## src/design/ufcs_pkg.sv

```systemverilog
// package for the uart flow control status block
package ufcs_pkg;
    localparam int ADDR_W = 8;
    localparam logic [7:0] ADDR_RECOG = 8'h40;
    localparam logic [7:0] ADDR_FLOW_STATUS = 8'h44;
    localparam logic [7:0] ADDR_MODE0 = 8'h48;
    localparam logic [7:0] ADDR_IRQ_STATUS = 8'h49;
    localparam logic [7:0] ADDR_IRQ_MASK = 8'h4A;
    localparam logic [7:0] ADDR_ENABLES = 8'h4B;
    localparam logic [7:0] ADDR_CHARS = 8'h4C;
    localparam int MODE0_WDOG_BIT = 7;
    localparam int MODE0_AUTORX_BIT = 3;
    // placement of the transmit flow enable bit is our own choice
    localparam int MODE0_AUTOTX_BIT = 2;
    localparam int RE_WDOG_OFF = 7;
    localparam int RE_WDOG_ON = 6;
    localparam int RE_ADDR_OFF = 5;
    localparam int RE_ADDR_ON = 4;
    localparam int RE_XON_OFF = 3;
    localparam int RE_XON_ON = 2;
    localparam int RE_XOFF_OFF = 1;
    localparam int RE_XOFF_ON = 0;
    localparam logic [1:0] AUTO_NONE = 2'h0;
    localparam logic [1:0] AUTO_XON = 2'h1;
    localparam logic [1:0] AUTO_XOFF = 2'h2;
    localparam logic [1:0] FLOW_NORMAL = 2'h0;
    localparam logic [1:0] FLOW_PEND = 2'h1;
    localparam logic [1:0] FLOW_REEN = 2'h2;
    localparam logic [1:0] FLOW_HALT = 2'h3;
    localparam logic [1:0] TXC_DATA = 2'h0;
    localparam logic [1:0] TXC_IDLE = 2'h1;
    localparam logic [1:0] TXC_XOFF = 2'h2;
    localparam logic [1:0] TXC_XON = 2'h3;
    localparam int IRQ_XON = 0;
    localparam int IRQ_XOFF = 1;
    localparam int IRQ_ADDR = 2;
    localparam int IRQ_HALT = 3;
    localparam logic [7:0] RESET_ZERO = 8'h00;
    localparam logic [3:0] IRQ_USED = 4'hF;
    typedef struct packed {
        logic wdog;
        logic addr;
        logic xon;
        logic xoff;
    } ufcs_enables_t;
    typedef struct packed {
        logic [1:0] auto_char;
        logic [1:0] flow;
        logic [1:0] txc;
    } ufcs_status_t;
    typedef enum logic [1:0] {
        UFCS_RUN, UFCS_PEND, UFCS_HALT, UFCS_REEN
    } ufcs_flow_t;
endpackage

```

## src/design/ufcs_top.sv

```systemverilog
// uart software flow control status and recognition enable logic
//
// Contract
// - auto field reports last flow char sent
// - auto field reads 00 unless auto mode
// - clearing auto mode bit resets auto field
// - flow field 00 during normal transmission
// - halt request: 01 then 11 after char
// - restart reads 10 until status read
// - flow field 11 while halted by xoff
// - char field 00 data, 01 idle wait
// - 10 xoff pending, 11 xon pending
// - enable and disable together means disable
// - recognition only reports, no flow action
// - bit7/6 watchdog strobes, zero no action
// - watchdog bit shared with mode bit 7; mode writes load it, but mode bit 7 reads back only the last mode write
// - bit4 enables, bit5 disables address recog
// - bits 2/3 xon, bits 0/1 xoff strobes
// - reading flow status clears upper bits
//
// The strobed register port was chosen for this implementation.
`timescale 1ns/10ps
module ufcs_top
    import ufcs_pkg::*;
(
    input wire logic ref_clk,
    input wire logic srst,
    input wire logic [7:0] addr,
    input wire logic [7:0] wdata,
    input wire logic wr,
    input wire logic rd,
    output logic [7:0] rdata,
    output logic irq,
    output logic watchdog_en,
    output logic addr_recog_en,
    output logic xon_recog_en,
    output logic xoff_recog_en,
    output logic auto_rx_mode,
    input wire logic rx_xon_seen,
    input wire logic rx_xoff_seen,
    input wire logic rx_addr_seen,
    input wire logic tx_char_done,
    input wire logic tx_bit_tick,
    input wire logic tx_fifo_empty,
    input wire logic send_xon_cmd,
    input wire logic send_xoff_cmd,
    input wire logic auto_xon_sent,
    input wire logic auto_xoff_sent,
    output logic tx_halted
);
    // enable flags, mode bits, status and interrupts
    ufcs_enables_t en;
    logic [7:0] mode0;
    logic [1:0] auto_char;
    logic [1:0] rx_char;
    logic [1:0] txc;
    ufcs_flow_t flow_st;
    logic [3:0] irq_stat;
    logic [3:0] irq_mask;
    logic idle_wait;
    logic [7:0] next_rdata;
    logic xoff_evt;
    logic xon_evt;

    function automatic logic strobe(input logic cur, input logic on,
                                    input logic off);
        // a simultaneous disable wins over enable
        if (off) begin
            return 1'b0;
        end
        if (on) begin
            return 1'b1;
        end
        return cur;
    endfunction

    wire wr_re = wr && (addr == ADDR_RECOG);
    wire wr_m0 = wr && (addr == ADDR_MODE0);
    wire rd_fs = rd && (addr == ADDR_FLOW_STATUS);
    wire auto_on = mode0[MODE0_AUTORX_BIT];
    // only the transmit flow mode bit lets a received flow char act;
    // the recognition enables merely report detections
    assign xoff_evt = rx_xoff_seen && mode0[MODE0_AUTOTX_BIT];
    assign xon_evt = rx_xon_seen && mode0[MODE0_AUTOTX_BIT];

    wire [1:0] flow_code = (flow_st == UFCS_PEND) ? FLOW_PEND :
                           (flow_st == UFCS_HALT) ? FLOW_HALT :
                           (flow_st == UFCS_REEN) ? FLOW_REEN :
                           FLOW_NORMAL;
    wire [1:0] auto_view = auto_on ? auto_char : AUTO_NONE;
    wire [7:0] fs_word = {rx_char, auto_view, flow_code, txc};

    wire [3:0] irq_set = {flow_st == UFCS_PEND && tx_char_done,
                          rx_addr_seen && en.addr,
                          rx_xoff_seen && en.xoff,
                          rx_xon_seen && en.xon};

    always_comb begin
        case (addr)
            ADDR_FLOW_STATUS: next_rdata = fs_word;
            ADDR_MODE0: next_rdata = mode0;
            ADDR_IRQ_STATUS: next_rdata = {4'h0, irq_stat};
            ADDR_IRQ_MASK: next_rdata = {4'h0, irq_mask};
            ADDR_ENABLES: next_rdata = {4'h0, en};
            default: next_rdata = RESET_ZERO; // write-only strobes read 0
        endcase
    end

    // recognition enables: set and cleared by strobes, held in en and read back at ADDR_ENABLES
    always_ff @(posedge ref_clk) begin
        if (srst) begin
            en <= '0;
        end else if (wr_re) begin
            en.wdog <= strobe(en.wdog, wdata[RE_WDOG_ON],
                              wdata[RE_WDOG_OFF]);
            en.addr <= strobe(en.addr, wdata[RE_ADDR_ON],
                              wdata[RE_ADDR_OFF]);
            en.xon <= strobe(en.xon, wdata[RE_XON_ON],
                             wdata[RE_XON_OFF]);
            en.xoff <= strobe(en.xoff, wdata[RE_XOFF_ON],
                              wdata[RE_XOFF_OFF]);
        end else if (wr_m0) begin
            en.wdog <= wdata[MODE0_WDOG_BIT];
        end
    end

    always_ff @(posedge ref_clk) begin
        if (srst) begin
            mode0 <= RESET_ZERO;
        end else if (wr_m0) begin
            mode0 <= wdata;
        end
    end

    // auto flow character status
    always_ff @(posedge ref_clk) begin
        if (srst || !auto_on) begin
            auto_char <= AUTO_NONE;
        end else if (auto_xon_sent || auto_xoff_sent) begin
            auto_char <= {auto_xoff_sent, auto_xon_sent};
        end else if (rd_fs) begin
            auto_char <= AUTO_NONE;
        end
    end

    // received character status, set beats a read clear
    always_ff @(posedge ref_clk) begin
        if (srst) begin
            rx_char <= 2'h0;
        end else begin
            rx_char <= (rd_fs ? 2'h0 : rx_char) |
                       {rx_xon_seen, rx_xoff_seen};
        end
    end

    // transmitter flow tracking
    always_ff @(posedge ref_clk) begin
        if (srst) begin
            flow_st <= UFCS_RUN;
        end else begin
            case (flow_st)
                UFCS_RUN, UFCS_REEN: begin
                    if (xoff_evt) begin
                        flow_st <= UFCS_PEND;
                    end else if (flow_st == UFCS_REEN && rd_fs) begin
                        flow_st <= UFCS_RUN;
                    end
                end
                UFCS_PEND: begin
                    if (xon_evt) begin
                        flow_st <= UFCS_RUN;
                    end else if (tx_char_done) begin
                        flow_st <= UFCS_HALT;
                    end
                end
                UFCS_HALT: begin
                    if (xon_evt) begin
                        flow_st <= UFCS_REEN;
                    end
                end
                default: flow_st <= UFCS_RUN;
            endcase
        end
    end

    // transmit character status; a pending command clears on the next
    // tx_char_done and stays pending for as long as that pulse takes to arrive
    always_ff @(posedge ref_clk) begin
        if (srst) begin
            txc <= TXC_DATA;
            idle_wait <= 1'b0;
        end else begin
            if (send_xon_cmd) begin
                txc <= TXC_XON;
            end else if (send_xoff_cmd) begin
                txc <= TXC_XOFF;
            end else if ((txc == TXC_XON || txc == TXC_XOFF)
                         && tx_char_done) begin
                txc <= TXC_IDLE;
                idle_wait <= 1'b1;
            end else if (txc == TXC_IDLE) begin
                if (idle_wait && tx_bit_tick) begin
                    idle_wait <= 1'b0;
                end
                if (!idle_wait && !tx_fifo_empty) begin
                    txc <= TXC_DATA;
                end
            end
        end
    end

    // interrupts: sticky, write one to clear, set wins
    always_ff @(posedge ref_clk) begin
        if (srst) begin
            irq_stat <= 4'h0;
            irq_mask <= 4'h0;
        end else begin
            irq_stat <= (irq_stat &
                ~((wr && addr == ADDR_IRQ_STATUS) ? wdata[3:0] : 4'h0))
                | irq_set;
            if (wr && addr == ADDR_IRQ_MASK) begin
                irq_mask <= wdata[3:0] & IRQ_USED;
            end
        end
    end

    always_ff @(posedge ref_clk) begin
        if (srst) begin
            rdata <= RESET_ZERO;
            irq <= 1'b0;
            watchdog_en <= 1'b0;
            addr_recog_en <= 1'b0;
            xon_recog_en <= 1'b0;
            xoff_recog_en <= 1'b0;
            auto_rx_mode <= 1'b0;
            tx_halted <= 1'b0;
        end else begin
            rdata <= rd ? next_rdata : RESET_ZERO;
            irq <= |(irq_stat & irq_mask);
            watchdog_en <= en.wdog;
            addr_recog_en <= en.addr;
            xon_recog_en <= en.xon;
            xoff_recog_en <= en.xoff;
            auto_rx_mode <= auto_on;
            tx_halted <= (flow_st == UFCS_HALT);
        end
    end
endmodule

```

## config.mk

```make
export PLATFORM = sky130hd
export DESIGN_NAME = ufcs_top
export DESIGN_NICKNAME = d
export VERILOG_FILES = /design/src/design/ufcs_pkg.sv /design/src/design/ufcs_top.sv
export SDC_FILE = /design/constraint.sdc
export NUM_CORES = 1
export LEC_CHECK = 0
export ABC_AREA = 1
export BUFFER_PORTS_ARGS = -buffer_cell sky130_fd_sc_hd__buf_2
export CAP_MARGIN = 20
export CORE_MARGIN = 2
export CORE_UTILIZATION = 58
export CTS_CLUSTER_DIAMETER = 80
export DETAILED_ROUTE_END_ITERATION = 7
export GPL_ROUTABILITY_DRIVEN = 0
export PLACE_DENSITY = 0.84
export SETUP_SLACK_MARGIN = 0.15
export SLEW_MARGIN = 20
export SYNTH_ARGS = -nofsm -noshare
export SYNTH_HDL_FRONTEND = slang
export SYNTH_SLANG_ARGS = --single-unit
```

## constraint.sdc

```tcl
create_clock -name ref_clk -period 3.17 [get_ports ref_clk]
set_input_delay 0.317 -clock ref_clk [delete_from_list [all_inputs] [get_ports ref_clk]]
set_output_delay 0.317 -clock ref_clk [all_outputs]
set_load 0.02 [all_outputs]
```

Yosys cells after proc, flatten, opt, wreduce, memory -nomap -nowiden --
Cells that the tools add are included.
Storage, ports and cells: register bits 44, logic and storage cells 154
Cells by class: equal/unequal tests 16, muxes and demuxes 69, bitwise logic cells 8, reductions and logical operators 41
Operator list (number):
- $mux W1 | 49
- $eq A8 B7 Y1 const B | 6
- $pmux W8 S5 | 1
- $mux W2 | 17
- $logic_and A1 B1 Y1 | 15
- $reduce_bool A2 Y1 | 7
- $reduce_and A2 Y1 | 5
- $and A4 B4 Y4 | 2
- $eq A2 B2 Y1 const B | 4
- $reduce_bool A4 Y1 | 2
- $ne A3 B3 Y1 const B | 2
- $pmux W2 S3 | 1
- $eq A2 B1 Y1 const B | 2
- $mux W4 | 1
- $not A4 Y4 | 1
- $or A4 B4 Y4 | 1
- $reduce_and A4 Y1 | 1
- $reduce_or A2 Y1 | 2
- $reduce_or A4 Y1 | 1
- $logic_not A1 Y1 | 3
- $logic_or A1 B1 Y1 | 3
- $ne A3 B1 Y1 const B | 1
- $not A1 Y1 | 3
- $reduce_and A3 Y1 | 1
- other kinds (3) | 3

Depth between registers and ports, before layout --
depth in word-level cells 10, mapped depth 9, mapped depth without buffers 9

Worst setup path before layout --
No wires, ideal clock.
kind register -> register, from register flow_st[0], to register flow_st[0], setup time 115 ps, arrival 1138 ps, setup slack 1917 ps, cell stages (with the launch flop) 9, buffers on the path 0, period minus slack after synthesis 1253 ps, cell sequence dfxtp_1 -> inv_1 -> ha_1 -> nor2_1 -> a31o_2 -> inv_1 -> nand3_1 -> nand2_1 -> nor2_1
On the way: longest elaborated chain between the ends 4
Ends and longest elaborated chain:
- start: declaration | line ufcs_top.sv:57 | ufcs_flow_t flow_st;
- start signal: assignment | line ufcs_top.sv:159 | flow_st <= UFCS_RUN;
- start signal: assignment | line ufcs_top.sv:164 | flow_st <= UFCS_PEND;
- start signal: assignment | line ufcs_top.sv:166 | flow_st <= UFCS_RUN;
- $eq A2 B2 Y1 or $logic_not A2 Y1 (tied branches) | line ufcs_top.sv:161, ufcs_top.sv:165
- $reduce_or A2 Y1 or $logic_and A1 B1 Y1 (tied branches) | line ufcs_top.sv:161, ufcs_top.sv:165
- $ne A3 B3 Y1 (no source line)
- $reduce_and A3 Y1 (no source line)
Several ways; a longest one is shown, not always the timed one. A chain may end at the register's enable or synchronous reset.

Worst setup path after layout --
Ends and elaborated chain as after synthesis.

==> metrics.txt <==
Hold WS between 0.15 and 0.2 ns; Post-CTS Setup Inserts 0; root buf cell clkbuf_4; Rows 21; # IOs 45; worst clock skew 0.00617 ns; CTS max path bufs 2; Crit Path Class flop to flop; CTS HTree Levels 2; die area ~0.0041 mm^2; DR iter-0 viols 115; Initial Util about 60%; post-synthesis sequential area ratio between 40 and 50%; Peak VDD IR 288 uV; final core occ between 70% and 80%; critical-path cell list inv_1 -> ha_1 -> inv_1 -> a21oi_1 -> nand2_1 -> a21oi_1 -> nor2_1; first-pass GRT wire length a little over 8 mm; hold path startpoint rx_addr_seen; overall power around 1100 uW; clock-pin slew on the worst setup and hold paths between 0.1 and 0.15 ns; Min-Delay Path Class input port to flop; Via density 5.29; placed insts between 300 and 400; hold endpoint irq_stat[2]$_SDFF_PP0_; Max Clk Rate about 720 MHz; post-cts resize count 0; Reg2Reg Setup Slack 1.79 ns; layout cell share with drive strength beyond 1 between 20% and 30%; area of the core roughly 0.0034 mm^2; max-cap viol count 0; Avg Cell Area, Syn 7.60 um^2; setup TNS 0 ns; Die Y-Extent between 60 and 70 um; Remaining DRCs 0; Worst Tran Pin Value between 0.5 and 0.6 ns; Nets about 350; dominant synthesized flop cell dfxtp_1; Routed Antenna Nets 0; total CTS buffers 5; Final setup viols 0; syn_nets about 300; Post-synth EDFFs 0; Routed wire per std cell between 10 and 15 um; Yosys warning total 0; crit path DAT ~1.7 ns; Tmin final between 1 and 1.5 ns; First-pass DRT Iterations 4; CP max stage cell dfxtp_1; crit-path max cell delay approximately 0.40 ns; count of different cell masters after synthesis 34; Worst Setup Start Kind flop; vias in the first global route between 1500 and 2000; RR Startpoint flow_st[0]$_SDFFE_PP0P_; reg2reg path depth 7; DP Wirelength ~3.5 mm; Worst Path Required ~3.4 ns; RSZ-0062 raised after global routing no; PwrDens 447 mW/mm^2; status completed; period utilization 43.7%; CP endpoint kind flop; asr flop ratio synth 0%; GRT overflow 0; All-Layer GR Usage ~25%; Leak about 0.0011 uW; die width 64.0 um; Area growth syn-to-layout 14.4%; CTS tree built; WL final roughly 4.6 mm; I/O Buffers 44; final hold violation count 0; Rel. slew slack 63.2%; Hold Buf Count CTS 0; Synth Cell Area ~0.0021 mm^2; largest net degree at the start of global routing 28; # diodes 0; initial antenna violation count 0; Yosys reg bits 44; Clock Latency Late Sink roughly 0.36 ns; Clock Sinks 44; cell count after synthesis 275; hold path cells 3; via count around 2000; Max Slew Vio Count 0; Finished Layout Cells roughly 370; maximum fanout along the worst path 4; RR Endpoint flow_st[0]$_SDFFE_PP0P_
-- sequential cells by signal, indices dropped and copies added, names as in the netlist, 2 cells and up --
| signal | cells |
|---|---|
| auto_char | 2 |
| en | 4 |
| flow_st | 2 |
| irq_mask | 4 |
| irq_stat | 4 |
| mode0 | 8 |
| rdata | 8 |
| rx_char | 2 |
| txc | 2 |
-- layout by cell type (no fill, tap or decap) --
| cell | count |
|---|---|
| nand2_1 | 60 |
| dfxtp_1 | 44 |
| buf_2 | 44 |
| nor2_1 | 35 |
| nand3_1 | 29 |
| inv_1 | 22 |
| a21oi_1 | 22 |
| a21oi_2 | 9 |
| inv_2 | 7 |
| clkbuf_4 | 5 |
| nand2_2 | 3 |
| nand2_4 | 3 |
| nand4_1 | 3 |
| o21ai_1 | 3 |
| nor3_1 | 3 |
| nor3_2 | 3 |
| ha_1 | 3 |
| nor2_8 | 2 |
| nor2_4 | 2 |
| nor2_2 | 2 |
| nand3_2 | 2 |
| nor3_4 | 2 |
| o21ai_0 | 2 |
| clkbuf_1 | 2 |
| o2111ai_1 | 1 |
| inv_4 | 1 |
| a31oi_1 | 1 |
| a31o_2 | 1 |
| o31ai_1 | 1 |
| o21a_1 | 1 |
| a211oi_2 | 1 |
| a41oi_1 | 1 |
| clkbuf_8 | 1 |
-- power breakdown --
group | leakage, uW | internal, uW | switching, uW
clock network | 0.0000326 | 110 | 172
logic | 0.000688 | 69.7 | 128
registers | 0.000356 | 572 | 15.9
total | 0.00108 | 751 | 316
-- how the worst max path moves through the flow --
stage	from	end	slack, ns	cells after the start
floorplan	flow_st[0]$_SDFFE_PP0P_	flow_st[0]$_SDFFE_PP0P_	1.92	8
global placement	addr[4]	mode0[7]$_SDFFE_PP0N_	1.58	9
detailed placement	addr[4]	mode0[2]$_SDFFE_PP0N_	1.51	9
CTS	flow_st[0]$_SDFFE_PP0P_	flow_st[0]$_SDFFE_PP0P_	1.79	7
global route	flow_st[0]$_SDFFE_PP0P_	flow_st[1]$_SDFFE_PP0P_	1.60	8
finish	flow_st[0]$_SDFFE_PP0P_	flow_st[0]$_SDFFE_PP0P_	1.79	7
-- worst max-delay path: cells and delay by family (launching register included) --
family	cells	cell delay (ns)
fa+ha+maj	1	0.31
simple gates	2	0.18
buf+inv	2	0.14
compound gates	2	0.27
flops	1	0.40
-- per-stage QoR --
step,instance area [um^2],worst slack [ns]
floorplan,2090,1.92
global placement,2330,1.58
detailed placement,2330,1.51
CTS,2390,1.79
global route,2390,1.60
finish,2390,1.79
-- cell families after synthesis --
kind of cell / after synthesis / share of synthesized area (%)
flops: 44 / 42.2
simple gates: 149 / 35.7
compound gates: 43 / 13.1
buf+inv: 36 / 7.25
fa+ha+maj: 3 / 1.80
-- synthesized netlist by cell type, types with 7 or more instances --
cell type,instances,share of area [%]
nand2_1,60,11
dfxtp_1,44,42
nor2_1,35,6.3
nand3_1,29,6.9
a21oi_1,22,5.3
inv_1,22,4.0
a21oi_2,9,3.8
inv_2,7,1.3
-- layout make-up --
| class | instances | area [um^2] |
|---|---|---|
| Tap cell | 46 | 57.6 |
| Multi-Input combinational cell | 195 | 1060 |
| Timing Repair Buffer | 44 | 220 |
| Fill cell | 283 | 1000 |
| Clock buffer | 8 | 58.8 |
| Inverter | 30 | 115 |
| Sequential cell | 44 | 881 |
-- layer usage --
layer	vias up	global-route usage, %	wire [um]	part of all wire (%)
li1	987	-	-	-
met1	875	33.8	2150	47
met3	15	5.28	258	5.6
met2	65	39.8	2080	45
met4	0	10.6	112	2.4
met5	-	0	0	0
Power figures use the tool's default switching activity.
